==> config.mk <==
export PLATFORM = sky130hd
export DESIGN_NAME = host_control_status_registers
export DESIGN_NICKNAME = d
export VERILOG_FILES = /design/src/hdl/pin_sync3.v /design/src/hdl/rx_error_latch.v /design/src/hdl/host_control_status_registers.v
export VERILOG_INCLUDE_DIRS = /design/src /design/src/hdl
export SDC_FILE = /design/constraint.sdc
export NUM_CORES = 1
export LEC_CHECK = 0
export ABC_AREA = 1
export BUFFER_PORTS_ARGS = -buffer_cell sky130_fd_sc_hd__buf_2
export CAP_MARGIN = 20
export CORE_UTILIZATION = 40
export DETAILED_ROUTE_END_ITERATION = 16
export PLACE_DENSITY = 0.66
export SLEW_MARGIN = 10
export SYNTH_ARGS = -nofsm -noshare
export SYNTH_HDL_FRONTEND = slang
export SYNTH_SLANG_ARGS = --single-unit
export TNS_END_PERCENT = 50
==> constraint.sdc <==
create_clock -name clk -period 1.95 [get_ports clk]
set_input_delay 0.195 -clock clk [delete_from_list [all_inputs] [get_ports clk]]
set_output_delay 0.195 -clock clk [all_outputs]
set_load 0.05 [all_outputs]
==> src/hdl/host_csr_defs.vh <==
// Offsets, field positions and timing counts for the host control/status bank
`ifndef HOST_CSR_DEFS_VH
`define HOST_CSR_DEFS_VH

`define ADDR_W 16
`define OFF_SUBSYS_RESET 16'h0000
`define OFF_IRQ_CONV 16'h0002
`define OFF_AUDIO_CLOCK 16'h0004
`define OFF_CARD_CTRL 16'h0006
`define OFF_RX_STATUS 16'h0006
`define OFF_SYS_STATUS 16'h0002
`define CTRL_RESET_VAL 8'h00

`define AC_CS_SEL_BIT 5
`define AC_WC_SEL_HI 7
`define AC_WC_SEL_LO 6
`define IC_DIN_MASK_BIT 6

`define WC_INT_441 2'h0
`define WC_INT_48 2'h1
`define WC_EXT 2'h2
`define WC_OFF 2'h3

`define ERR_NONE 3'h0
`define ERR_VALIDITY 3'h1
`define ERR_CONFIDENCE 3'h2
`define ERR_SLIP 3'h3
`define ERR_CRC 3'h4
`define ERR_PARITY 3'h5
`define ERR_BIPHASE 3'h6
`define ERR_NO_LOCK 3'h7

// Select high must last more than this many recovered master clocks
`define CLR_MCK_CYCLES 4'h8
`define CLR_CNT_W 4

`endif

==> src/hdl/pin_sync3.v <==
// Three-stage synchroniser, change accepted when stages two and three agree
`timescale 1ns/1ps
module pin_sync3 #(
    parameter W = 1
) (
    // Clock and reset
    input wire clk,
    input wire rst_n,
    // Pins
    input wire [W-1:0] din,
    output reg [W-1:0] dout
);
    reg [W-1:0] s1_reg;
    reg [W-1:0] s2_reg;
    reg [W-1:0] s3_reg;
    genvar i;
    always @(posedge clk or negedge rst_n) begin
        if (!rst_n) begin
            s1_reg <= {W{1'b0}};
            s2_reg <= {W{1'b0}};
            s3_reg <= {W{1'b0}};
        end else begin
            s1_reg <= din;
            s2_reg <= s1_reg;
            s3_reg <= s2_reg;
        end
    end
    generate
        for (i = 0; i < W; i = i + 1) begin : g_bit
            always @(posedge clk or negedge rst_n) begin
                if (!rst_n) begin
                    dout[i] <= 1'b0;
                end else if (s2_reg[i] == s3_reg[i]) begin
                    dout[i] <= s3_reg[i];
                end
            end
        end
    endgenerate
endmodule

==> src/hdl/rx_error_latch.v <==
// Priority error-code latch, cleared by a long enough select-high period
`timescale 1ns/1ps
`include "host_csr_defs.vh"
module rx_error_latch (
    // Clock and reset
    input wire clk,
    input wire rst_n,
    // Synchronised receiver side
    input wire [7:0] err_events,
    input wire mck_tick,
    input wire select_high,
    // Result
    output reg [2:0] err_code,
    output reg err_flag
);
    reg [`CLR_CNT_W-1:0] clr_cnt_reg;
    reg [2:0] hit_code;
    wire clr_done;
    integer k;

    // Highest index wins: validity lowest, loss of lock highest
    always @* begin
        hit_code = `ERR_NONE;
        for (k = 1; k < 8; k = k + 1) begin
            if (err_events[k]) begin
                hit_code = k[2:0];
            end
        end
    end

    // Count master-clock ticks while select stays high; drop resets the count
    always @(posedge clk or negedge rst_n) begin
        if (!rst_n) begin
            clr_cnt_reg <= {`CLR_CNT_W{1'b0}};
        end else if (!select_high) begin
            clr_cnt_reg <= {`CLR_CNT_W{1'b0}};
        end else if (mck_tick && !clr_done) begin
            clr_cnt_reg <= clr_cnt_reg + 1'b1;
        end
    end
    assign clr_done = (clr_cnt_reg > `CLR_MCK_CYCLES);

    always @(posedge clk or negedge rst_n) begin
        if (!rst_n) begin
            err_code <= `ERR_NONE;
            err_flag <= 1'b0;
        end else begin
            // A new error ranked above the held code outranks the clear in the same cycle
            if (hit_code > err_code) begin
                err_code <= hit_code;
            end else if (clr_done) begin
                err_code <= `ERR_NONE;
            end
            err_flag <= (hit_code != `ERR_NONE) ||
                ((err_code != `ERR_NONE) && !clr_done);
        end
    end
endmodule

==> src/hdl/host_control_status_registers.v <==
// Host control and status register bank of the effects I/O board
//
// Functional notes
// - Select high puts receiver channel-status bits on status two bits 5:0.
// - Select low shows error code on bits 2:0, frequency on 5:3.
// - Status two bit 6 always shows the receiver error flag.
// - Channel-status order: pro, non-audio, copy, emphasis, original, ignorant category.
// - Select high drives the inverted select low onto the sub-frame pin.
// - Error flag AND digital input mask drives the host non-maskable interrupt.
// - Error code latched and held; highest priority shown, loss of lock top.
// - Code clears after select high over eight master clocks; host holds long.
// - Control zero: master reset, output valid, mute, I/O, mode, DSP, effects, slave.
// - Control one: DSP mask, input mask, LED, calibrate, DAC reset, priority bits.
// - Control two: wordclock select, status select, transmit status bits, frequency.
// - Control three: card register select, driver disable, flash VPP, spare, page.
// - Status two is read-only; bit 7 is pedal converter done, low.
// - Status one: display busy, DMA done, battery, overloads, lock, interrupts.
// - Wordclock select code 2 (external) makes recovered 256x clock the audio master clock.
// - Error codes 000 none through 111 loss of lock.
// - Frequency codes 000 out of range through 111 32 kHz tight.
// - Wordclock select: 44.1, 48, external, held low.
`timescale 1ns/1ps
`include "host_csr_defs.vh"
module host_control_status_registers (
    // Clock and reset
    input wire clk,
    input wire rst_n,
    // Host I/O bus
    input wire [`ADDR_W-1:0] io_addr,
    input wire io_wr,
    input wire io_rd,
    input wire [7:0] io_wdata,
    output reg [7:0] io_rdata,
    // Receiver pins
    input wire rx_error_flag,
    input wire [7:0] rx_error_events,
    input wire [2:0] rx_freq_report,
    input wire [5:0] rx_chan_status_pins,
    input wire recovered_master_clock,
    output reg rx_cs_select_n,
    output reg rx_subframe_select_pin,
    // Status pins
    input wire pedal_adc_done_n,
    input wire display_busy,
    input wire dma_complete_n,
    input wire battery_low,
    input wire effects_overload_n,
    input wire dsp_overload_n,
    input wire dsp_pll_lock_n,
    input wire dsp_interrupt,
    input wire slave_host_interrupt,
    // Clock sources
    input wire int_clk_441,
    input wire int_clk_48,
    input wire recovered_256x_clock,
    input wire gated_ref_clock,
    output reg [1:0] wordclock_source_sel,
    output reg master_clock_out,
    // Interrupt
    output reg host_nonmaskable_irq,
    // Control register 0 outputs
    output reg host_master_reset,
    output reg output_valid,
    output reg mute_n,
    output reg digital_io_reset_n,
    output reg dsp_mode_force,
    output reg dsp_reset_n,
    output reg effects_chip_reset_n,
    output reg slave_cpu_reset_n,
    // Control register 1 outputs
    output reg dsp_irq_mask_n,
    output reg digital_in_irq_mask,
    output reg panel_led_enable,
    output reg converter_calibrate,
    output reg dac_reset_n,
    output reg [2:0] irq_priority_bit,
    // Control register 2 outputs
    output reg rx_chan_status_select,
    output reg tx_chan_status_15_n,
    output reg tx_chan_status_3_n,
    output reg tx_chan_status_2_n,
    output reg [1:0] tx_freq_control,
    // Control register 3 outputs
    output reg card_reg_select_n,
    output reg card_driver_disable_n,
    output reg flash_vpp_enable,
    output reg card_spare,
    output reg [3:0] card_page_addr
);
    ////////////////////////////////////////////////////////////////////////////
    // Write-only control registers
    reg [7:0] subsystem_reset_control_reg;
    reg [7:0] interrupt_and_converter_control_reg;
    reg [7:0] digital_audio_clock_control_reg;
    reg [7:0] memory_card_control_reg;

    // Cleared to all-low so every active-low reset is asserted, host master reset stays off, and audio is muted
    always @(posedge clk or negedge rst_n) begin
        if (!rst_n) begin
            subsystem_reset_control_reg <= `CTRL_RESET_VAL;
            interrupt_and_converter_control_reg <= `CTRL_RESET_VAL;
            digital_audio_clock_control_reg <= `CTRL_RESET_VAL;
            memory_card_control_reg <= `CTRL_RESET_VAL;
        end else if (io_wr) begin
            case (io_addr)
                `OFF_SUBSYS_RESET: begin
                    subsystem_reset_control_reg <= io_wdata;
                end
                `OFF_IRQ_CONV: begin
                    interrupt_and_converter_control_reg <= io_wdata;
                end
                `OFF_AUDIO_CLOCK: begin
                    digital_audio_clock_control_reg <= io_wdata;
                end
                `OFF_CARD_CTRL: begin
                    memory_card_control_reg <= io_wdata;
                end
                default: begin
                end
            endcase
        end
    end

    always @* begin
        // Control zero: subsystem resets and output gating
        host_master_reset = subsystem_reset_control_reg[7];
        output_valid = subsystem_reset_control_reg[6];
        mute_n = subsystem_reset_control_reg[5];
        digital_io_reset_n = subsystem_reset_control_reg[4];
        dsp_mode_force = subsystem_reset_control_reg[3];
        dsp_reset_n = subsystem_reset_control_reg[2];
        effects_chip_reset_n = subsystem_reset_control_reg[1];
        slave_cpu_reset_n = subsystem_reset_control_reg[0];
        // Control one: masks, converter control, priority
        dsp_irq_mask_n = interrupt_and_converter_control_reg[7];
        digital_in_irq_mask = interrupt_and_converter_control_reg[6];
        panel_led_enable = interrupt_and_converter_control_reg[5];
        converter_calibrate = interrupt_and_converter_control_reg[4];
        dac_reset_n = interrupt_and_converter_control_reg[3];
        irq_priority_bit = interrupt_and_converter_control_reg[2:0];
        // Control two: clock source, receiver select, transmit status
        wordclock_source_sel = digital_audio_clock_control_reg[7:6];
        rx_chan_status_select = digital_audio_clock_control_reg[5];
        tx_chan_status_15_n = digital_audio_clock_control_reg[4];
        tx_chan_status_3_n = digital_audio_clock_control_reg[3];
        tx_chan_status_2_n = digital_audio_clock_control_reg[2];
        tx_freq_control = digital_audio_clock_control_reg[1:0];
        // Control three: memory card access
        card_reg_select_n = memory_card_control_reg[7];
        card_driver_disable_n = memory_card_control_reg[6];
        flash_vpp_enable = memory_card_control_reg[5];
        card_spare = memory_card_control_reg[4];
        card_page_addr = memory_card_control_reg[3:0];
    end

    ////////////////////////////////////////////////////////////////////////////
    // Pin synchronisers
    wire [13:0] st_sync;
    wire [7:0] ev_sync;
    wire [8:0] rx_sync;
    wire mck_sync;
    reg mck_prev_reg;
    wire mck_rise;

    pin_sync3 #(.W(14)) u_sync_status (
        .clk(clk),
        .rst_n(rst_n),
        .din({
            pedal_adc_done_n,
            display_busy,
            dma_complete_n,
            battery_low,
            effects_overload_n,
            dsp_overload_n,
            dsp_pll_lock_n,
            dsp_interrupt,
            slave_host_interrupt,
            rx_error_flag,
            4'h0
        }),
        .dout(st_sync)
    );
    pin_sync3 #(.W(8)) u_sync_events (
        .clk(clk),
        .rst_n(rst_n),
        .din(rx_error_events),
        .dout(ev_sync)
    );
    pin_sync3 #(.W(9)) u_sync_rx (
        .clk(clk),
        .rst_n(rst_n),
        .din({rx_freq_report, rx_chan_status_pins}),
        .dout(rx_sync)
    );
    // Master clock sampled as a level; only valid at or below clk/4
    pin_sync3 #(.W(1)) u_sync_mck (
        .clk(clk),
        .rst_n(rst_n),
        .din(recovered_master_clock),
        .dout(mck_sync)
    );

    always @(posedge clk or negedge rst_n) begin
        if (!rst_n) begin
            mck_prev_reg <= 1'b0;
        end else begin
            mck_prev_reg <= mck_sync;
        end
    end

    ////////////////////////////////////////////////////////////////////////////
    // Error code latch and clear sequence
    wire [2:0] err_code;
    wire err_any;

    assign mck_rise = mck_sync & ~mck_prev_reg;

    rx_error_latch u_err (
        .clk(clk),
        .rst_n(rst_n),
        .err_events(ev_sync),
        .mck_tick(mck_rise),
        .select_high(rx_chan_status_select),
        .err_code(err_code),
        .err_flag(err_any)
    );

    ////////////////////////////////////////////////////////////////////////////
    // Status registers and read path
    wire rx_flag_s = st_sync[4];
    reg [7:0] receiver_status;
    reg [7:0] system_status;

    always @* begin
        system_status[7] = st_sync[12];
        system_status[6] = st_sync[11];
        system_status[5] = st_sync[10];
        system_status[4] = st_sync[9];
        system_status[3] = st_sync[8];
        system_status[2] = st_sync[7];
        system_status[1] = st_sync[6];
        system_status[0] = st_sync[5];
        receiver_status[7] = st_sync[13];
        receiver_status[6] = rx_flag_s;
        if (rx_chan_status_select) begin
            // First four active low, last two active high
            receiver_status[0] = rx_sync[0];
            receiver_status[1] = rx_sync[1];
            receiver_status[2] = rx_sync[2];
            receiver_status[3] = rx_sync[3];
            receiver_status[4] = rx_sync[4];
            receiver_status[5] = rx_sync[5];
        end else begin
            // Host must drop the select before reading here
            receiver_status[2:0] = err_code;
            receiver_status[5:3] = rx_sync[8:6];
        end
    end

    // Reads of a write-only offset return zero, except the shared 0x0002 and 0x0006 slots
    always @(posedge clk or negedge rst_n) begin
        if (!rst_n) begin
            io_rdata <= 8'h00;
        end else if (io_rd) begin
            case (io_addr)
                `OFF_RX_STATUS: begin
                    io_rdata <= receiver_status;
                end
                `OFF_SYS_STATUS: begin
                    io_rdata <= system_status;
                end
                // Write-only controls cannot be read back
                `OFF_SUBSYS_RESET, `OFF_AUDIO_CLOCK: begin
                    io_rdata <= 8'h00;
                end
                default: begin
                    io_rdata <= 8'h00;
                end
            endcase
        end
    end

    ////////////////////////////////////////////////////////////////////////////
    // Sub-frame select and interrupt
    always @* begin
        rx_cs_select_n = ~rx_chan_status_select;
        rx_subframe_select_pin = rx_cs_select_n & gated_ref_clock;
        // Latched code keeps the request up until the host clears it
        host_nonmaskable_irq = (rx_flag_s | err_any) & digital_in_irq_mask;
    end

    // Master-clock mux; the last code parks the clock low
    always @* begin
        case (wordclock_source_sel)
            `WC_INT_441: begin
                master_clock_out = int_clk_441;
            end
            `WC_INT_48: begin
                master_clock_out = int_clk_48;
            end
            `WC_EXT: begin
                master_clock_out = recovered_256x_clock;
            end
            default: begin
                master_clock_out = 1'b0;
            end
        endcase
    end
endmodule

==> Yosys cells after proc, flatten, opt, wreduce, memory -nomap -nowiden <==
Index checks and enable logic that the tools add are counted.
Widths: inputs -> output; s select.
{ "word_totals": {"reg_bits": 160, "in_bits": 60, "out_inout_bits": 44, "word_cells": 117} }
{ "op_classes": {"n_addsub": 1, "n_lt_le_gt_ge": 2, "eq_ne": 33, "mux": 14, "bitwise": 6, "reduce_logical": 13} }
{ "ops": {"columns": ["op", "n"], "rows": [
  ["$eq 16x3->1 const B", 2],
  ["$eq 1x1->1", 27],
  ["$mux 3", 7],
  ["$eq 16x2->1 const B", 1],
  ["$logic_not 16->1", 1],
  ["$pmux 8 s2", 1],
  ["$mux 4", 2],
  ["$reduce_and 2->1", 4],
  ["$mux 6", 1],
  ["$reduce_bool 3->1", 2],
  ["$add 4x1->4 const B", 1],
  ["$gt 4x4->1 const B", 1],
  ["$and 1x1->1", 3],
  ["$gt 3x3->1", 1],
  ["$pmux 1 s3", 1],
  ["$eq 2x1->1 const B", 1],
  ["$eq 2x2->1 const B", 1],
  ["$logic_and 1x1->1", 2],
  ["$logic_not 2->1", 1],
  ["$mux 2", 1],
  ["$ne 2x1->1 const B", 1],
  ["$not 1->1", 2],
  ["$reduce_bool 2->1", 1],
  ["$logic_not 1->1", 1],
  ["other kinds (3)", 3]
]} }

==> Depth between registers and ports, before layout <==
{ "logic_depth": {"depth_word": 9, "ltp_mapped": 11, "ltp_nobuf": 11} }

==> Hierarchy <==
A second synthesis with hierarchy kept.
{ "unflattened": {"cells_unflattened": 565, "hier_area_um2": 6367.4} }
{ "by_module_without_submodules": {"columns": ["mod", "instances", "cells_each", "area_per_inst_um2", "seq_area_each_um2"], "rows": [
  ["host_control_status_registers", 1, 236, 2104.5, 1026.0],
  ["pin_sync3 at u_sync_status", 1, 112, 1629.1, 1401.3],
  ["pin_sync3 at u_sync_rx", 1, 72, 1047.3, 900.9],
  ["pin_sync3 at u_sync_events", 1, 64, 930.9, 800.8],
  ["rx_error_latch", 1, 73, 539.3, 200.2],
  ["pin_sync3 at u_sync_mck", 1, 8, 116.4, 100.1]
]} }

==> Least setup slack after synthesis <==
No wires, ideal clock.
{ "synth_timing": {"path_type": "reg2out", "start": "reg digital_audio_clock_control_reg[7]", "end": "out master_clock_out", "arrival_time_ps": 1960, "t_required_ps": 1755, "slack_ps": -205, "stages_incl_launch_ff": 3, "path_buffers": 0, "path_cell_list": "dfrtp_1 > nor2_1 > o31ai_1"} }
{ "synth_via": {"elab_chain_len": 2, "elab_cells_between_ends": 4} }
{ "synth_rtl": {"columns": ["element", "line_no", "rtl"], "rows": [
  ["start, declared", "host_control_status_registers.v:94", "reg [7:0] digital_audio_clock_control_reg;"],
  ["start signal, assigned", "host_control_status_registers.v:102", "digital_audio_clock_control_reg <= `CTRL_RESET_VAL;"],
  ["start signal, assigned", "host_control_status_registers.v:113", "digital_audio_clock_control_reg <= io_wdata;"],
  ["$eq 2x2->1 (tied with other cells)", "host_control_status_registers.v:294", "case (wordclock_source_sel)"],
  ["$pmux 1 s3 *", "host_control_status_registers.v:294", null],
  ["end, declared", "host_control_status_registers.v:58", "output reg master_clock_out,"]
]} }
Every way passes the cells marked *; elsewhere a longest branch is shown, timed or not.

==> Worst setup path after layout <==
{ "layout_timing": {"start": "reg u_sync_events.dout[3]", "end": "reg u_err.err_code[0]"} }
{ "layout_via": {"elab_chain_len": 7, "elab_cells_between_ends": 8} }
{ "layout_rtl": {"columns": ["element", "line_no", "rtl"], "rows": [
  ["start, declared", "pin_sync3.v:11", "output reg [W-1:0] dout"],
  ["start signal, assigned by index", "pin_sync3.v:34", "dout[i] <= s3_reg[i];"],
  ["$mux 3 * (5 in a row)", "rx_error_latch.v:25", "if (err_events[k]) begin"],
  ["$gt 3x3->1", "rx_error_latch.v:49", "if (hit_code > err_code) begin"],
  ["$mux 3 / $reduce_bool 2->1 (equally long branches)", null, null],
  ["end signal, assigned", "rx_error_latch.v:45", "err_code <= `ERR_NONE;"],
  ["end signal, assigned", "rx_error_latch.v:50", "err_code <= hit_code;"],
  ["end signal, assigned", "rx_error_latch.v:52", "err_code <= `ERR_NONE;"],
  ["end, declared", "rx_error_latch.v:13", "output reg [2:0] err_code,"]
]} }
Marked as above.
A chain may end at the register's enable or synchronous reset.

==> flow_summary_export.csv <==
group,metric,value,unit
critical_path,critPathKind,"register to register",
clock_network,cts_tree,"built",
yosys,ys_top_cells_by_count,"157 x dfrtp_1, 134 x nand2_1, 27 x maj3_1, 26 x nand3_1, 20 x inv_1",
final_layout,fillers,1158,
yosys,ys_ff_latch,157,
yosys,synth_area,0.00551,mm²
yosys,synth_edf_count,0,
hold_path,hold_path.class,"input port to register",
pwr,ir_drop,0.000685,V
pwr,p_total,7.44,mW
pwr,p_leak,3.65,nW
hold_path,worstHoldEndpoint,"memory_card_control_reg[5]$_DFFE_PN0P_",
floorplanning,dieArea,0.0142,mm²
global_routing,grt_overflow,0,
floorplanning,fp-row-count,42,
routing,vias,3679,
routing,vias_per_cell,4.66,
yosys,synthCells,449,
global_routing,grt_first_pass_wirelength,17900,µm
global_routing,grt_usage,16.4,%
placed_design,dp_hpwl,7220,µm
placed_design,port_buffers,102,
yosys,synth_cell_types,28,
critical_path,crit_path_frequent_cell,"nand2_1",
routing,ant_nets,0,
yosys,synth_area_leaders,"dfrtp_1 71%, nand2_1 9.1%, maj3_1 4.9%, nand3_1 2.4%, nand4_1 1.9%",
critical_path,critPathCaptureType,"register",
floorplanning,fp.dieW,119,µm
floorplanning,fp.dieH,119,µm
hold_path,min-delay-start,"io_wdata[5]",
routing,totalWireLength,10600,µm
sta,max_freq,551,MHz
yosys,synth-warning-count,0,
routing,firstDrtPassIters,4,
yosys,synth.mux.area_fraction,0,%
placed_design,gp_congestion,0.830,
yosys,syn_nets,514,
yosys,synth_xor_area_share,0,%
critical_path,r2r_end,"u_err.err_code[0]$_DFFE_PN0P_",
critical_path,reg2regPathDepth,9,
yosys,synth-simple-area-share,18.2,%
clock_network,clock_latency,0.42,ns
yosys,synth_seq_area_share,71.3,%
sta,slew_violations,0,
clock_network,cts_made_buffers,17,
clock_network,clkTransAtPathRegs,0.06,ns
critical_path,crit_slowest_cell,"dfrtp_1",
critical_path,cp-start-kind,"register",
hold_path,holdPathStages,3,
critical_path,cp_data_arrival_time,2.13,ns
final_layout,drive_above_1_share,26.8,%
critical_path,path_buf_inv,1,
final_layout,n_antenna_cell,0,
sta,worstMarginPinSlew,0.566,ns
routing,avgRoutedWirePerCell,13.5,µm
yosys,synth_top_family_by_area,"simple AND/OR/NAND/NOR gates",
clock_network,clock-sinks,157,
sta,setup_viol,0,
run,max-cap-violations,0,
final_layout,area_growth,30.6,%
yosys,synth_top_area_cell,"dfrtp_1",
critical_path,reg2reg_slack,0.13,ns
clock_network,clockBufferDepth,2,
routing,first_iter_violations,211,
final_layout,nets,665,
critical_path,required,2.26,ns
sta,finalHoldViolCount,0,
yosys,async_flop_share,100,%
global_routing,grt_pass1_vias,3772,
floorplanning,core_area,0.0133,mm²
critical_path,path_max_fanout,4,
floorplanning,ios,104,
clock_network,cts_root_buffer,"clkbuf_16",
sta,timing.final.crit_share,93.1,%
sta,whs,0.0544,ns
yosys,syn_avg_cell_area,12.3,µm²
pwr,powerDensity,1030,mW/mm²
global_routing,grt_antenna_before_repair,0,
sta,max_slew_margin,62.2,%
critical_path,r2r_start,"u_sync_events.dout[3]$_DFFE_PN0N_",
yosys,synth_fa_ha_area_share,6.04,%
routing,drc,0,
yosys,synth_ff_type,"dfrtp_1",
critical_path,crit_chain,"or2_4 > nand3_1 > nand3_2 > ha_2 > nand2_1 > o21ai_2 > inv_2 > nand2_1 > nand2_1",
clock_network,ctsHtreeMaxLevel,4,
floorplanning,initial_core_util,41.3,%
yosys,synthDominantCellAreaShare,71.3,%
yosys,synth.most_common_cell,"dfrtp_1",
sta,skew,0.00678,ns
yosys,synth_compound_area_share,2.14,%
status,status,"completed",
sta,grt_setup_unrepaired,"no",
critical_path,critPathMaxStageDelay,0.39,ns
critical_path,crit_family,"simple AND/OR/NAND/NOR gates",
final_layout,postLayoutCoreUtil,53.9,%
global_routing,grt_max_degree,58,
sta,fin_crit,1.82,ns
## power breakdown
part           switching [mW]  internal, mW  total (mW)
Combinational           0.367         0.259       0.626
Clock                    1.24          2.04        3.27
Sequential              0.104          3.44        3.54
Total                    1.71          5.73        7.44
## stage by stage
step / std cells / TNS, ns / area (µm²) / worst slack, ns
after floorplan: 449 / 0 / 5510 / 0.206
after global placement: 728 / 0 / 6290 / 0.130
after detailed placement: 728 / -0.142 / 6290 / -0.0612
after CTS: 788 / 0 / 7160 / 0.0406
after global routing: 789 / 0 / 7190 / 0.0451
final: 789 / 0 / 7190 / 0.134
## worst max path at each step
stage                     depth (start not counted)                                            from                             to  slack (ns)
after floorplan                                   2  digital_audio_clock_control_reg[7]$_DFFE_PN0P_               master_clock_out        0.21
after global placement                            9               u_sync_events.dout[3]$_DFFE_PN0N_  u_err.err_code[1]$_DFFE_PN0P_        0.13
after detailed placement                          9               u_sync_events.dout[3]$_DFFE_PN0N_  u_err.err_code[0]$_DFFE_PN0P_       -0.06
after CTS                                        10               u_sync_events.dout[3]$_DFFE_PN0N_  u_err.err_code[0]$_DFFE_PN0P_        0.04
after global routing                              9               u_sync_events.dout[2]$_DFFE_PN0N_  u_err.err_code[2]$_DFFE_PN0P_        0.05
final                                             9               u_sync_events.dout[3]$_DFFE_PN0N_  u_err.err_code[0]$_DFFE_PN0P_        0.13
## cells in the final DEF (no fill, tap or decap), types with 5 or more instances in the layout
cell type,synthesis,routed
clkbuf_16,0,17
dfrtp_1,157,157
nand3_1,26,25
dlygate4sd3_1,0,28
inv_1,20,19
buf_4,2,6
nand4_1,17,17
clkinvlp_4,0,5
nor2_1,15,15
buf_2,1,101
maj3_1,27,27
nand2_1,134,134
o21ai_0,13,11
## area by class of cell
type	instances	area [µm²]	area share (%)
clock buffer	21	450	6.26
sequential	157	3930	54.6
tap	176	220	3.06
timing repair buffer	138	882	12.3
inverter	23	87.6	1.22
multi-input combinational	263	1480	20.6
clock inverter	11	143	1.98
## per-layer routing
layer  routed length, µm  global-route usage, %  vias up
li1                    -                      -     1776
met1                4660                   20.8     1762
met2                5040                   26.1      116
met3                 626                   4.60       25
met4                 289                   7.89        0
met5                   0                      0        -
## worst reg2reg max path: stages (launching register included)
cell and delay, ns:
dfrtp_1 0.39, or2_4 0.26, nand3_1 0.10, nand3_2 0.10, ha_2 0.32, nand2_1 0.09, o21ai_2 0.24, inv_2 0.07
nand2_1 0.08, nand2_1 0.05
## repair_timing
item,4_1_cts,5_1_grt
setup buffers,0,1
pin swaps,0,1
setup endpoints to repair,3,3
resized for setup,1,8
hold buffers,28,0
endpoints found under the hold margin,81,0
## cells by family after synthesis
logic type,Yosys count
flip-flops,157
AO/OA/AOI/OAI,22
AND/OR/NAND/NOR,209
adder cells (fa/ha/maj),32
buffers and inverters,29
Power figures use the tool's default switching activity.
